$ cat config.mk
export PLATFORM = sky130hd
export DESIGN_NAME = byte_alu
export DESIGN_NICKNAME = d
export VERILOG_FILES = /design/src/core/alu_pkg.sv /design/src/core/byte_alu.sv /design/src/core/byte_addsub.sv /design/src/core/byte_multiplier.sv
export SDC_FILE = /design/constraint.sdc
export NUM_CORES = 1
export LEC_CHECK = 0
export BUFFER_PORTS_ARGS = -buffer_cell sky130_fd_sc_hd__buf_4
export CORE_AREA = 10 10 135 137
export CTS_CLUSTER_DIAMETER = 30
export DETAILED_ROUTE_END_ITERATION = 8
export DIE_AREA = 0 0 145 147
export PLACE_DENSITY = 0.88
export SLEW_MARGIN = 20
export SYNTH_ARGS = -nofsm -noshare
export SYNTH_HDL_FRONTEND = slang
export SYNTH_SLANG_ARGS = --single-unit
$ cat constraint.sdc
create_clock -name pclk -period 9.2 [get_ports pclk]
set_clock_uncertainty 0.05 [all_clocks]
set_input_delay 1.38 -clock pclk [delete_from_list [all_inputs] [get_ports pclk]]
set_output_delay 1.38 -clock pclk [all_outputs]
set_load 0.02 [all_outputs]
$ cat src/core/alu_pkg.sv
// Purpose: Shared constants for the byte arithmetic and logic unit
// Assumes: APB register map with one aligned 32-bit word per register
// Notes:   Operation codes are the values software writes to the control register
package alu_pkg;

	// Bus geometry
	localparam int          APB_ADDR_W      = 8;
	localparam int          APB_DATA_W      = 32;

	// Register byte addresses
	localparam logic [7:0]  REG_CTRL        = 8'h00;
	localparam logic [7:0]  REG_DEST_LO     = 8'h04;
	localparam logic [7:0]  REG_DEST_HI     = 8'h08;
	localparam logic [7:0]  REG_SRC         = 8'h0C;
	localparam logic [7:0]  REG_IMM         = 8'h10;
	localparam logic [7:0]  REG_FLAGS       = 8'h14;
	localparam logic [7:0]  REG_PROD        = 8'h18;
	localparam logic [7:0]  REG_STATUS      = 8'h1C;

	// Flag register field positions
	localparam int          FLAG_C          = 0;
	localparam int          FLAG_Z          = 1;
	localparam int          FLAG_N          = 2;
	localparam int          FLAG_V          = 3;
	localparam int          FLAG_S          = 4;
	localparam int          FLAG_H          = 5;
	localparam int          FLAG_W          = 6;
	localparam int          STATUS_BUSY     = 0;

	// Reset values and fixed byte values
	localparam logic [7:0]  BYTE_RESET      = 8'h00;
	localparam logic [5:0]  FLAGS_RESET     = 6'h00;
	localparam logic [15:0] PROD_RESET      = 16'h0000;
	localparam logic [7:0]  ALL_ONES        = 8'hFF;
	localparam logic [7:0]  ZERO_BYTE       = 8'h00;
	localparam logic [7:0]  ONE_BYTE        = 8'h01;
	localparam int          WORD_IMM_W      = 6;

	// Execution lengths in clock cycles
	localparam int          SHORT_CYCLES    = 1;
	localparam int          LONG_CYCLES     = 2;

	// Operation codes
	localparam logic [4:0]  OP_SUM          = 5'h00;
	localparam logic [4:0]  OP_SUM_CARRY    = 5'h01;
	localparam logic [4:0]  OP_WORD_SUM     = 5'h02;
	localparam logic [4:0]  OP_DIFF         = 5'h03;
	localparam logic [4:0]  OP_DIFF_IMM     = 5'h04;
	localparam logic [4:0]  OP_DIFF_BORROW  = 5'h05;
	localparam logic [4:0]  OP_DIFF_BRW_IMM = 5'h06;
	localparam logic [4:0]  OP_WORD_DIFF    = 5'h07;
	localparam logic [4:0]  OP_CONJ         = 5'h08;
	localparam logic [4:0]  OP_CONJ_IMM     = 5'h09;
	localparam logic [4:0]  OP_DISJ         = 5'h0A;
	localparam logic [4:0]  OP_DISJ_IMM     = 5'h0B;
	localparam logic [4:0]  OP_XOR          = 5'h0C;
	localparam logic [4:0]  OP_BIT_INVERT   = 5'h0D;
	localparam logic [4:0]  OP_ARITH_INVERT = 5'h0E;
	localparam logic [4:0]  OP_SET_MASK     = 5'h0F;
	localparam logic [4:0]  OP_CLEAR_MASK   = 5'h10;
	localparam logic [4:0]  OP_STEP_UP      = 5'h11;
	localparam logic [4:0]  OP_STEP_DOWN    = 5'h12;
	localparam logic [4:0]  OP_PROBE        = 5'h13;
	localparam logic [4:0]  OP_WIPE         = 5'h14;
	localparam logic [4:0]  OP_FILL         = 5'h15;
	localparam logic [4:0]  OP_PROD_U       = 5'h16;
	localparam logic [4:0]  OP_PROD_S       = 5'h17;
	localparam logic [4:0]  OP_PROD_M       = 5'h18;
	localparam logic [4:0]  OP_LAST         = 5'h18;

	typedef enum logic [1:0] {ST_IDLE, ST_CYCLE1, ST_CYCLE2} exec_state_t;

endpackage

$ cat src/core/byte_alu.sv
// Purpose: APB-controlled byte arithmetic and logic unit with flags and multiplier
// Assumes: pclk at 20 MHz, presetn asynchronous active low, APB slave always ready
// Notes:   A control write of a code up to OP_LAST starts an operation; registers are locked while busy
//
// Chosen here: register access over APB and the register addresses.
`timescale 1ns/10ps
module byte_alu
	import alu_pkg::*;
(
	// Clock and reset
	input  wire logic                              pclk,
	input  wire logic                              presetn,
	// APB slave
	input  wire logic                              psel,
	input  wire logic                              penable,
	input  wire logic                              pwrite,
	input  wire logic [alu_pkg::APB_ADDR_W-1:0]    paddr,
	input  wire logic [alu_pkg::APB_DATA_W-1:0]    pwdata,
	output logic      [alu_pkg::APB_DATA_W-1:0]    prdata,
	output logic                                   pready,
	output logic                                   pslverr
);
	import alu_pkg::*;

	exec_state_t state;
	logic [4:0]  op;
	logic [7:0]  dest;
	logic [7:0]  dest_hi;
	logic [7:0]  src;
	logic [7:0]  imm;
	logic [5:0]  flags;
	logic [15:0] prod;

	logic        mapped;
	logic        wr_acc;
	logic        idle;
	logic        start;
	logic        op_long;
	logic        done;

	logic [7:0]  as_a;
	logic [7:0]  as_b;
	logic        as_cin;
	logic        as_sub;
	logic [7:0]  as_res;
	logic        as_carry;
	logic        as_half;
	logic        as_ovf;

	logic        mul_a_signed;
	logic        mul_b_signed;
	logic [15:0] mul_prod;

	logic [15:0] word_in;
	logic [16:0] word_wide;
	logic [15:0] word_res;

	logic [7:0]  next_dest;
	logic [7:0]  next_dest_hi;
	logic [5:0]  next_flags;
	logic [15:0] next_prod;

	// APB decode
	always_comb
	begin
		case (paddr)
			REG_CTRL, REG_DEST_LO, REG_DEST_HI, REG_SRC,
			REG_IMM, REG_FLAGS, REG_PROD, REG_STATUS: mapped = 1'b1;
			default:                                   mapped = 1'b0;
		endcase
	end

	assign pready  = 1'b1;
	assign pslverr = psel & penable & ~mapped;
	assign wr_acc  = psel & penable & pwrite & mapped;
	assign idle    = (state == ST_IDLE);
	assign start   = wr_acc & idle & (paddr == REG_CTRL) & (pwdata[4:0] <= OP_LAST);

	// Word and multiply operations run for two cycles, all others one
	always_comb
	begin
		case (op)
			OP_WORD_SUM, OP_WORD_DIFF, OP_PROD_U, OP_PROD_S, OP_PROD_M: op_long = 1'b1;
			default:                                                    op_long = 1'b0;
		endcase
	end

	assign done = ((state == ST_CYCLE1) & ~op_long) | (state == ST_CYCLE2);

	// Execution sequencer
	always_ff @(posedge pclk or negedge presetn)
	begin
		if (!presetn)
			state <= ST_IDLE;
		else
		begin
			case (state)
				ST_IDLE:   if (start) state <= ST_CYCLE1;
				ST_CYCLE1: state <= op_long ? ST_CYCLE2 : ST_IDLE;
				ST_CYCLE2: state <= ST_IDLE;
				default:   state <= ST_IDLE;
			endcase
		end
	end

	// Operation code latch
	always_ff @(posedge pclk or negedge presetn)
	begin
		if (!presetn)
			op <= OP_SUM;
		else if (start)
			op <= pwdata[4:0];
	end

	// Adder operand steering
	always_comb
	begin
		as_a   = dest;
		as_b   = src;
		as_cin = 1'b0;
		as_sub = 1'b0;
		case (op)
			OP_SUM_CARRY:    as_cin = flags[FLAG_C];
			OP_DIFF:         as_sub = 1'b1;
			OP_DIFF_IMM:
			begin
				as_b   = imm;
				as_sub = 1'b1;
			end
			OP_DIFF_BORROW:
			begin
				as_cin = flags[FLAG_C];
				as_sub = 1'b1;
			end
			OP_DIFF_BRW_IMM:
			begin
				as_b   = imm;
				as_cin = flags[FLAG_C];
				as_sub = 1'b1;
			end
			OP_ARITH_INVERT:
			begin
				as_a   = ZERO_BYTE;
				as_b   = dest;
				as_sub = 1'b1;
			end
			OP_STEP_UP:      as_b = ONE_BYTE;
			OP_STEP_DOWN:
			begin
				as_b   = ONE_BYTE;
				as_sub = 1'b1;
			end
			default:         as_sub = 1'b0;
		endcase
	end

	byte_addsub u_addsub
	(
		.a     (as_a),
		.b     (as_b),
		.cin   (as_cin),
		.sub   (as_sub),
		.res   (as_res),
		.carry (as_carry),
		.half  (as_half),
		.ovf   (as_ovf)
	);

	// Multiplier signedness
	assign mul_a_signed = (op == OP_PROD_S) | (op == OP_PROD_M);
	assign mul_b_signed = (op == OP_PROD_S);

	byte_multiplier u_mult
	(
		.a        (dest),
		.b        (src),
		.a_signed (mul_a_signed),
		.b_signed (mul_b_signed),
		.prod     (mul_prod)
	);

	// Word pair arithmetic with a 6-bit immediate
	assign word_in   = {dest_hi, dest};
	assign word_wide = (op == OP_WORD_DIFF)
	                 ? ({1'b0, word_in} - {11'h000, imm[WORD_IMM_W-1:0]})
	                 : ({1'b0, word_in} + {11'h000, imm[WORD_IMM_W-1:0]});
	assign word_res  = word_wide[15:0];

	// Result and flag selection
	always_comb
	begin
		next_dest    = dest;
		next_dest_hi = dest_hi;
		next_flags   = flags;
		next_prod    = prod;
		case (op)
			OP_SUM, OP_SUM_CARRY, OP_DIFF, OP_DIFF_IMM,
			OP_DIFF_BORROW, OP_DIFF_BRW_IMM, OP_ARITH_INVERT:
			begin
				next_dest          = as_res;
				next_flags[FLAG_C] = as_carry;
				next_flags[FLAG_H] = as_half;
				next_flags[FLAG_N] = as_res[7];
				next_flags[FLAG_V] = as_ovf;
				next_flags[FLAG_S] = as_res[7] ^ as_ovf;
				if (op == OP_DIFF_BORROW || op == OP_DIFF_BRW_IMM)
					next_flags[FLAG_Z] = (as_res == ZERO_BYTE) & flags[FLAG_Z];
				else
					next_flags[FLAG_Z] = (as_res == ZERO_BYTE);
			end
			OP_STEP_UP, OP_STEP_DOWN:
			begin
				next_dest          = as_res;
				next_flags[FLAG_Z] = (as_res == ZERO_BYTE);
				next_flags[FLAG_N] = as_res[7];
				next_flags[FLAG_V] = as_ovf;
				next_flags[FLAG_S] = as_res[7] ^ as_ovf;
			end
			OP_CONJ, OP_CONJ_IMM, OP_DISJ, OP_DISJ_IMM, OP_XOR,
			OP_SET_MASK, OP_CLEAR_MASK, OP_PROBE, OP_WIPE:
			begin
				case (op)
					OP_CONJ:       next_dest = dest & src;
					OP_CONJ_IMM:   next_dest = dest & imm;
					OP_DISJ:       next_dest = dest | src;
					OP_DISJ_IMM:   next_dest = dest | imm;
					OP_XOR:        next_dest = dest ^ src;
					OP_SET_MASK:   next_dest = dest | imm;
					OP_CLEAR_MASK: next_dest = dest & (ALL_ONES - imm);
					OP_PROBE:      next_dest = dest & dest;
					OP_WIPE:       next_dest = dest ^ dest;
					default:       next_dest = dest;
				endcase
				next_flags[FLAG_Z] = (next_dest == ZERO_BYTE);
				next_flags[FLAG_N] = next_dest[7];
				next_flags[FLAG_V] = 1'b0;
				next_flags[FLAG_S] = next_dest[7];
			end
			OP_BIT_INVERT:
			begin
				next_dest          = ALL_ONES - dest;
				next_flags[FLAG_Z] = (next_dest == ZERO_BYTE);
				next_flags[FLAG_C] = 1'b1;
				next_flags[FLAG_N] = next_dest[7];
				next_flags[FLAG_V] = 1'b0;
				next_flags[FLAG_S] = next_dest[7];
			end
			OP_FILL:         next_dest = ALL_ONES;
			OP_WORD_SUM, OP_WORD_DIFF:
			begin
				next_dest          = word_res[7:0];
				next_dest_hi       = word_res[15:8];
				next_flags[FLAG_Z] = (word_res == PROD_RESET);
				next_flags[FLAG_N] = word_res[15];
				if (op == OP_WORD_SUM)
				begin
					next_flags[FLAG_V] = ~dest_hi[7] & word_res[15];
					next_flags[FLAG_C] = dest_hi[7] & ~word_res[15];
					next_flags[FLAG_S] = word_res[15] ^ (~dest_hi[7] & word_res[15]);
				end
				else
				begin
					next_flags[FLAG_V] = dest_hi[7] & ~word_res[15];
					next_flags[FLAG_C] = word_res[15] & ~dest_hi[7];
					next_flags[FLAG_S] = word_res[15] ^ (dest_hi[7] & ~word_res[15]);
				end
			end
			OP_PROD_U, OP_PROD_S, OP_PROD_M:
			begin
				next_prod          = mul_prod;
				next_flags[FLAG_Z] = (mul_prod == PROD_RESET);
				next_flags[FLAG_C] = mul_prod[15];
			end
			default:         next_dest = dest;
		endcase
	end

	// Destination byte
	always_ff @(posedge pclk or negedge presetn)
	begin
		if (!presetn)
			dest <= BYTE_RESET;
		else if (done)
			dest <= next_dest;
		else if (wr_acc && idle && paddr == REG_DEST_LO)
			dest <= pwdata[7:0];
	end

	// Destination high byte of the word pair
	always_ff @(posedge pclk or negedge presetn)
	begin
		if (!presetn)
			dest_hi <= BYTE_RESET;
		else if (done)
			dest_hi <= next_dest_hi;
		else if (wr_acc && idle && paddr == REG_DEST_HI)
			dest_hi <= pwdata[7:0];
	end

	// Source and immediate operands
	always_ff @(posedge pclk or negedge presetn)
	begin
		if (!presetn)
		begin
			src <= BYTE_RESET;
			imm <= BYTE_RESET;
		end
		else if (wr_acc && idle)
		begin
			if (paddr == REG_SRC)
				src <= pwdata[7:0];
			if (paddr == REG_IMM)
				imm <= pwdata[7:0];
		end
	end

	// Status flags
	always_ff @(posedge pclk or negedge presetn)
	begin
		if (!presetn)
			flags <= FLAGS_RESET;
		else if (done)
			flags <= next_flags;
		else if (wr_acc && idle && paddr == REG_FLAGS)
			flags <= pwdata[FLAG_W-1:0];
	end

	// Product pair
	always_ff @(posedge pclk or negedge presetn)
	begin
		if (!presetn)
			prod <= PROD_RESET;
		else if (done)
			prod <= next_prod;
	end

	// Read data, captured in the setup phase
	always_ff @(posedge pclk or negedge presetn)
	begin
		if (!presetn)
			prdata <= '0;
		else if (psel && !penable && !pwrite)
		begin
			case (paddr)
				REG_CTRL:    prdata <= {27'h0000000, op};
				REG_DEST_LO: prdata <= {24'h000000, dest};
				REG_DEST_HI: prdata <= {24'h000000, dest_hi};
				REG_SRC:     prdata <= {24'h000000, src};
				REG_IMM:     prdata <= {24'h000000, imm};
				REG_FLAGS:   prdata <= {26'h0000000, flags};
				REG_PROD:    prdata <= {16'h0000, prod};
				REG_STATUS:  prdata <= {31'h00000000, ~idle};
				default:     prdata <= '0;
			endcase
		end
	end

endmodule

$ cat src/core/byte_addsub.sv
// Purpose: 8-bit adder/subtractor with carry, half-carry and overflow
// Assumes: Carry input is added on sum, subtracted as borrow on difference
// Notes:   Carry output is the borrow when subtracting
`timescale 1ns/10ps
module byte_addsub
(
	// Operands
	input  wire logic [7:0] a,
	input  wire logic [7:0] b,
	input  wire logic       cin,
	input  wire logic       sub,
	// Result and flags
	output logic      [7:0] res,
	output logic            carry,
	output logic            half,
	output logic            ovf
);
	logic [8:0] wide;

	always_comb
	begin
		if (sub)
			wide = {1'b0, a} - {1'b0, b} - {8'h00, cin};
		else
			wide = {1'b0, a} + {1'b0, b} + {8'h00, cin};
	end

	assign res   = wide[7:0];
	assign carry = wide[8];
	assign half  = sub ? ((~a[3] & b[3]) | (b[3] & res[3]) | (res[3] & ~a[3]))
	                   : ((a[3] & b[3]) | (b[3] & ~res[3]) | (~res[3] & a[3]));
	assign ovf   = sub ? ((a[7] & ~b[7] & ~res[7]) | (~a[7] & b[7] & res[7]))
	                   : ((a[7] & b[7] & ~res[7]) | (~a[7] & ~b[7] & res[7]));
endmodule

$ cat src/core/byte_multiplier.sv
// Purpose: 8x8 multiplier with per-operand signedness
// Assumes: Operands are held stable while the product is taken
// Notes:   Each operand is sign-extended by one bit when marked signed
`timescale 1ns/10ps
module byte_multiplier
(
	// Operands
	input  wire logic [7:0]  a,
	input  wire logic [7:0]  b,
	input  wire logic        a_signed,
	input  wire logic        b_signed,
	// Product
	output logic      [15:0] prod
);
	logic signed [8:0]  a_ext;
	logic signed [8:0]  b_ext;
	logic signed [17:0] full;

	assign a_ext = $signed({a_signed & a[7], a});
	assign b_ext = $signed({b_signed & b[7], b});
	assign full  = a_ext * b_ext;
	assign prod  = full[15:0];
endmodule

==> results.json <==
{
  "core_area_mm2": 0.0156,
  "outcome": "finished clean",
  "die_h_um": 147,
  "p_clk_share_pct": 49.3,
  "synthTopCellsByArea": "dfrtp_1, fa_1, ha_1, nand2_1, inv_1",
  "slew_headroom_pct": 36.9,
  "synth-seq-area-share_pct": 19.3,
  "cts_tree": "done",
  "finalSetupViolCount": 0,
  "hold_path.class": "reg2reg",
  "hpwl_mm": 21.5,
  "power-per-cell-area_mw_per_mm2": 74.3,
  "timing.critical_path.mode_cell": "fa_1",
  "yosysWarnings": 0,
  "drc_errors": 0,
  "worstPathRequired_ns": 9.41,
  "synth_top_area_cell": "dfrtp_1",
  "postCtsSetupBuffers": 0,
  "cpPeakStageDelay_ns": 0.51,
  "critPathCapture": "flags[1]",
  "fmaxAchievable_ghz": 0.144,
  "finalCritPeriodShare_pct": 75.4,
  "rsz0062_at_grt": "no",
  "start_kind": "flip-flop",
  "synthTopCellsByCount": "nand2_1, inv_1, ha_1",
  "crit_type": "reg2reg",
  "max-cap-violations": 0,
  "ir_worst_vdd_mv": 0.140,
  "io_pins": 79,
  "cts_resized": 0,
  "clkLatencyLatePin_ns": 0.34,
  "cp-startpoint": "op[1]",
  "r2r-end": "flags[1]",
  "wl_per_cell_um": 20.9,
  "path_clk_slew_ns": 0.06,
  "grt.total_usage_pct": 27.0,
  "routabilityCongestion": 0.995,
  "cts_root_buffer": "clkbuf_16",
  "grt_max_degree": 78,
  "cp_max_fo": 37,
  "routed_via_density": 6.60,
  "p_leak_uw": 0.00508,
  "clockBufferDepth": 2,
  "tightest_slew_ns": 0.947,
  "drive_above_1_share_pct": 10.9,
  "ys.flop_type": "dfrtp_1",
  "firstDrtPassIters": 9,
  "crit_path_end_kind": "flip-flop",
  "syn-cell-area_mm2": 0.00997,
  "sw_frac_of_total_pct": 23.5,
  "synth_edf_count": 0,
  "synth.distinct_cells": 91,
  "dp.cells": 1393,
  "final_core_util_pct": 68.0,
  "diodes": 0,
  "routed_wl_mm": 29.4,
  "crit_chain": "buf_4 > nor2_2 > and3_1 > o211a_2 > nand2_1 > fa_1 > fa_1 > inv_1 > fa_1 > fa_1 > inv_1 > fa_1 > inv_1 > ha_1 > a41oi_1 > a311oi_1 > nor2_1 > o21ai_0 > xnor2_1 > nor4bb_1 > a211oi_1 > a22oi_1",
  "fin_hold_ws_ns": 0.416,
  "nNetsFinal": 1380,
  "grt_pass1_vias": 9137,
  "combinationalPowerShare_pct": 7.4,
  "slowest_stage": "fa_1",
  "p_int_uw": 604,
  "drt-initial-drc-count": 1430,
  "cts.sinks": 77,
  "htreeDepth": 3,
  "ff2ff_path_depth": 22,
  "die_x_um": 145,
  "port_buffers": 37,
  "antenna_found_initial": 1,
  "synth_cells": 1194,
  "yosysTopAreaCellShare_pct": 19.3,
  "drv_slew": 0,
  "antenna_left": 0,
  "p_seq_share_pct": 43.3,
  "grt_pass1_wl_mm": 47.6,
  "yosysMostFrequentCell": "nand2_1",
  "grt_overflow": 0,
  "tns_ns": 0,
  "die_area_mm2": 0.0213,
  "area_delta_synth_final_pct": 6.40,
  "ys_ff_latch": 77,
  "start_util_pct": 63.9,
  "regToRegSetupSlack_ns": 2.26,
  "r2r-start": "op[1]",
  "rows": 46,
  "avgSynthCellArea_um2": 8.35,
  "cp_data_arrival_time_ns": 7.15,
  "p_sw_uw": 185,
  "period_minus_slack_ns": 6.94,
  "num_vias": 9293,
  "cts_hold_buf": 0,
  "async_reset_ff_share_pct": 100,
  "fin_cells": 1409,
  "hold_viol_final": 0,
  "cts_buffers": 9
}
==> area by class of cell <==
class	count	area, um2
Multi-Input combinational cell	922	7240
Sequential cell	77	1930
Fill cell	1229	4990
Inverter	128	480
Clock buffer	13	250
Clock inverter	3	68.8
Timing Repair Buffer	50	375
Tap cell	216	270
==> placed cells by master, fill, tap and decap left out, types with 4 or more instances in the layout <==
cell type	count
nand2_1	129
inv_1	126
ha_1	79
dfrtp_1	77
o21ai_0	68
fa_1	68
nor2_1	59
a21oi_1	50
buf_4	50
and2_1	46
nand3_1	33
mux2_2	33
xnor2_1	28
mux2i_1	17
xor2_1	17
o211ai_1	17
conb_1	17
nor3_1	16
or3_1	14
o21a_1	14
nand4_1	13
nor2b_1	12
a21o_1	12
a31oi_1	11
o21ai_1	10
a221oi_1	10
a22oi_1	10
nand2b_1	9
o2111ai_1	9
clkbuf_16	9
a222oi_1	7
o22ai_1	7
o31ai_1	6
nor4_1	6
o311ai_0	6
and3_1	5
a211oi_1	5
nor3b_1	4
a31oi_2	4
==> per-stage QoR <==
stage / total power (uW) / area (um2) / setup slack [ns]
after detailed placement: 403 / 10300 / 2.42
after CTS: 783 / 10600 / 2.36
after floorplan: 383 / 10000 / 3.47
after global placement: 402 / 10300 / 2.43
final: 789 / 10600 / 2.26
after global routing: 804 / 10600 / 2.00
==> critical path: cells and delay by family (launching register included) <==
family                     cells  cell delay, ns
adders and majority gates      6            2.87
AOI/OAI and AO/OA              6            1.50
and+or+nand+nor                5            1.40
buffers and inverters          4            0.40
DFF                            1            0.37
xor gates and xnor gates       1            0.26
==> metal layers <==
metal	up-vias	GRT usage, %	wire length, um	part of all wire, %
met1	4373	33.7	11000	37
met3	154	7.22	3680	13
met5	-	0	0	0
met4	0	13.4	1700	5.8
met2	645	42.5	13000	44
li1	4121	-	-	-
==> kinds of logic (layout without fill, tap and decap cells) <==
kind of cell	after synthesis	count (layout)	share of synthesized area, %
simple gates	372	372	18.8
compound gates	290	290	19.9
buf+inv	210	194	8.86
fa+ha+maj	147	147	23.6
flops	77	77	19.3
mux	50	50	5.43
xor+xnor	46	46	4.12
other cells	2	17	0.0753
==> state kept, by name, summed over array words and instances (netlist names) <==
register / cells
imm: 8
dest_hi: 8
dest: 8
src: 8
flags: 6
prod: 16
op: 5
state: 2
prdata: 16
==> power by group through the flow <==
stage	clock network [uW]	logic (uW)	registers, uW
6_report	389	58.4	341
5_1_grt	400	62.6	341
4_1_cts	385	56.5	341
3_5_place_dp	0	55.7	347
3_3_place_gp	0	54.8	347
2_1_floorplan	0	34.5	348
==> how the worst min path moves through the flow <==
stage                     startpoint         end  slack [ns]  depth (start not counted)
final                      prdata[8]   prdata[8]        0.42                          2
after global routing       prdata[8]   prdata[8]        0.46                          2
after CTS                  prdata[8]   prdata[8]        0.42                          2
after detailed placement   prdata[8]   prdata[8]        0.41                          2
after global placement    prdata[14]  prdata[14]        0.40                          2
after floorplan             prod[10]    prod[10]        0.40                          2
No activity file was read; power rests on OpenSTA's default activity.
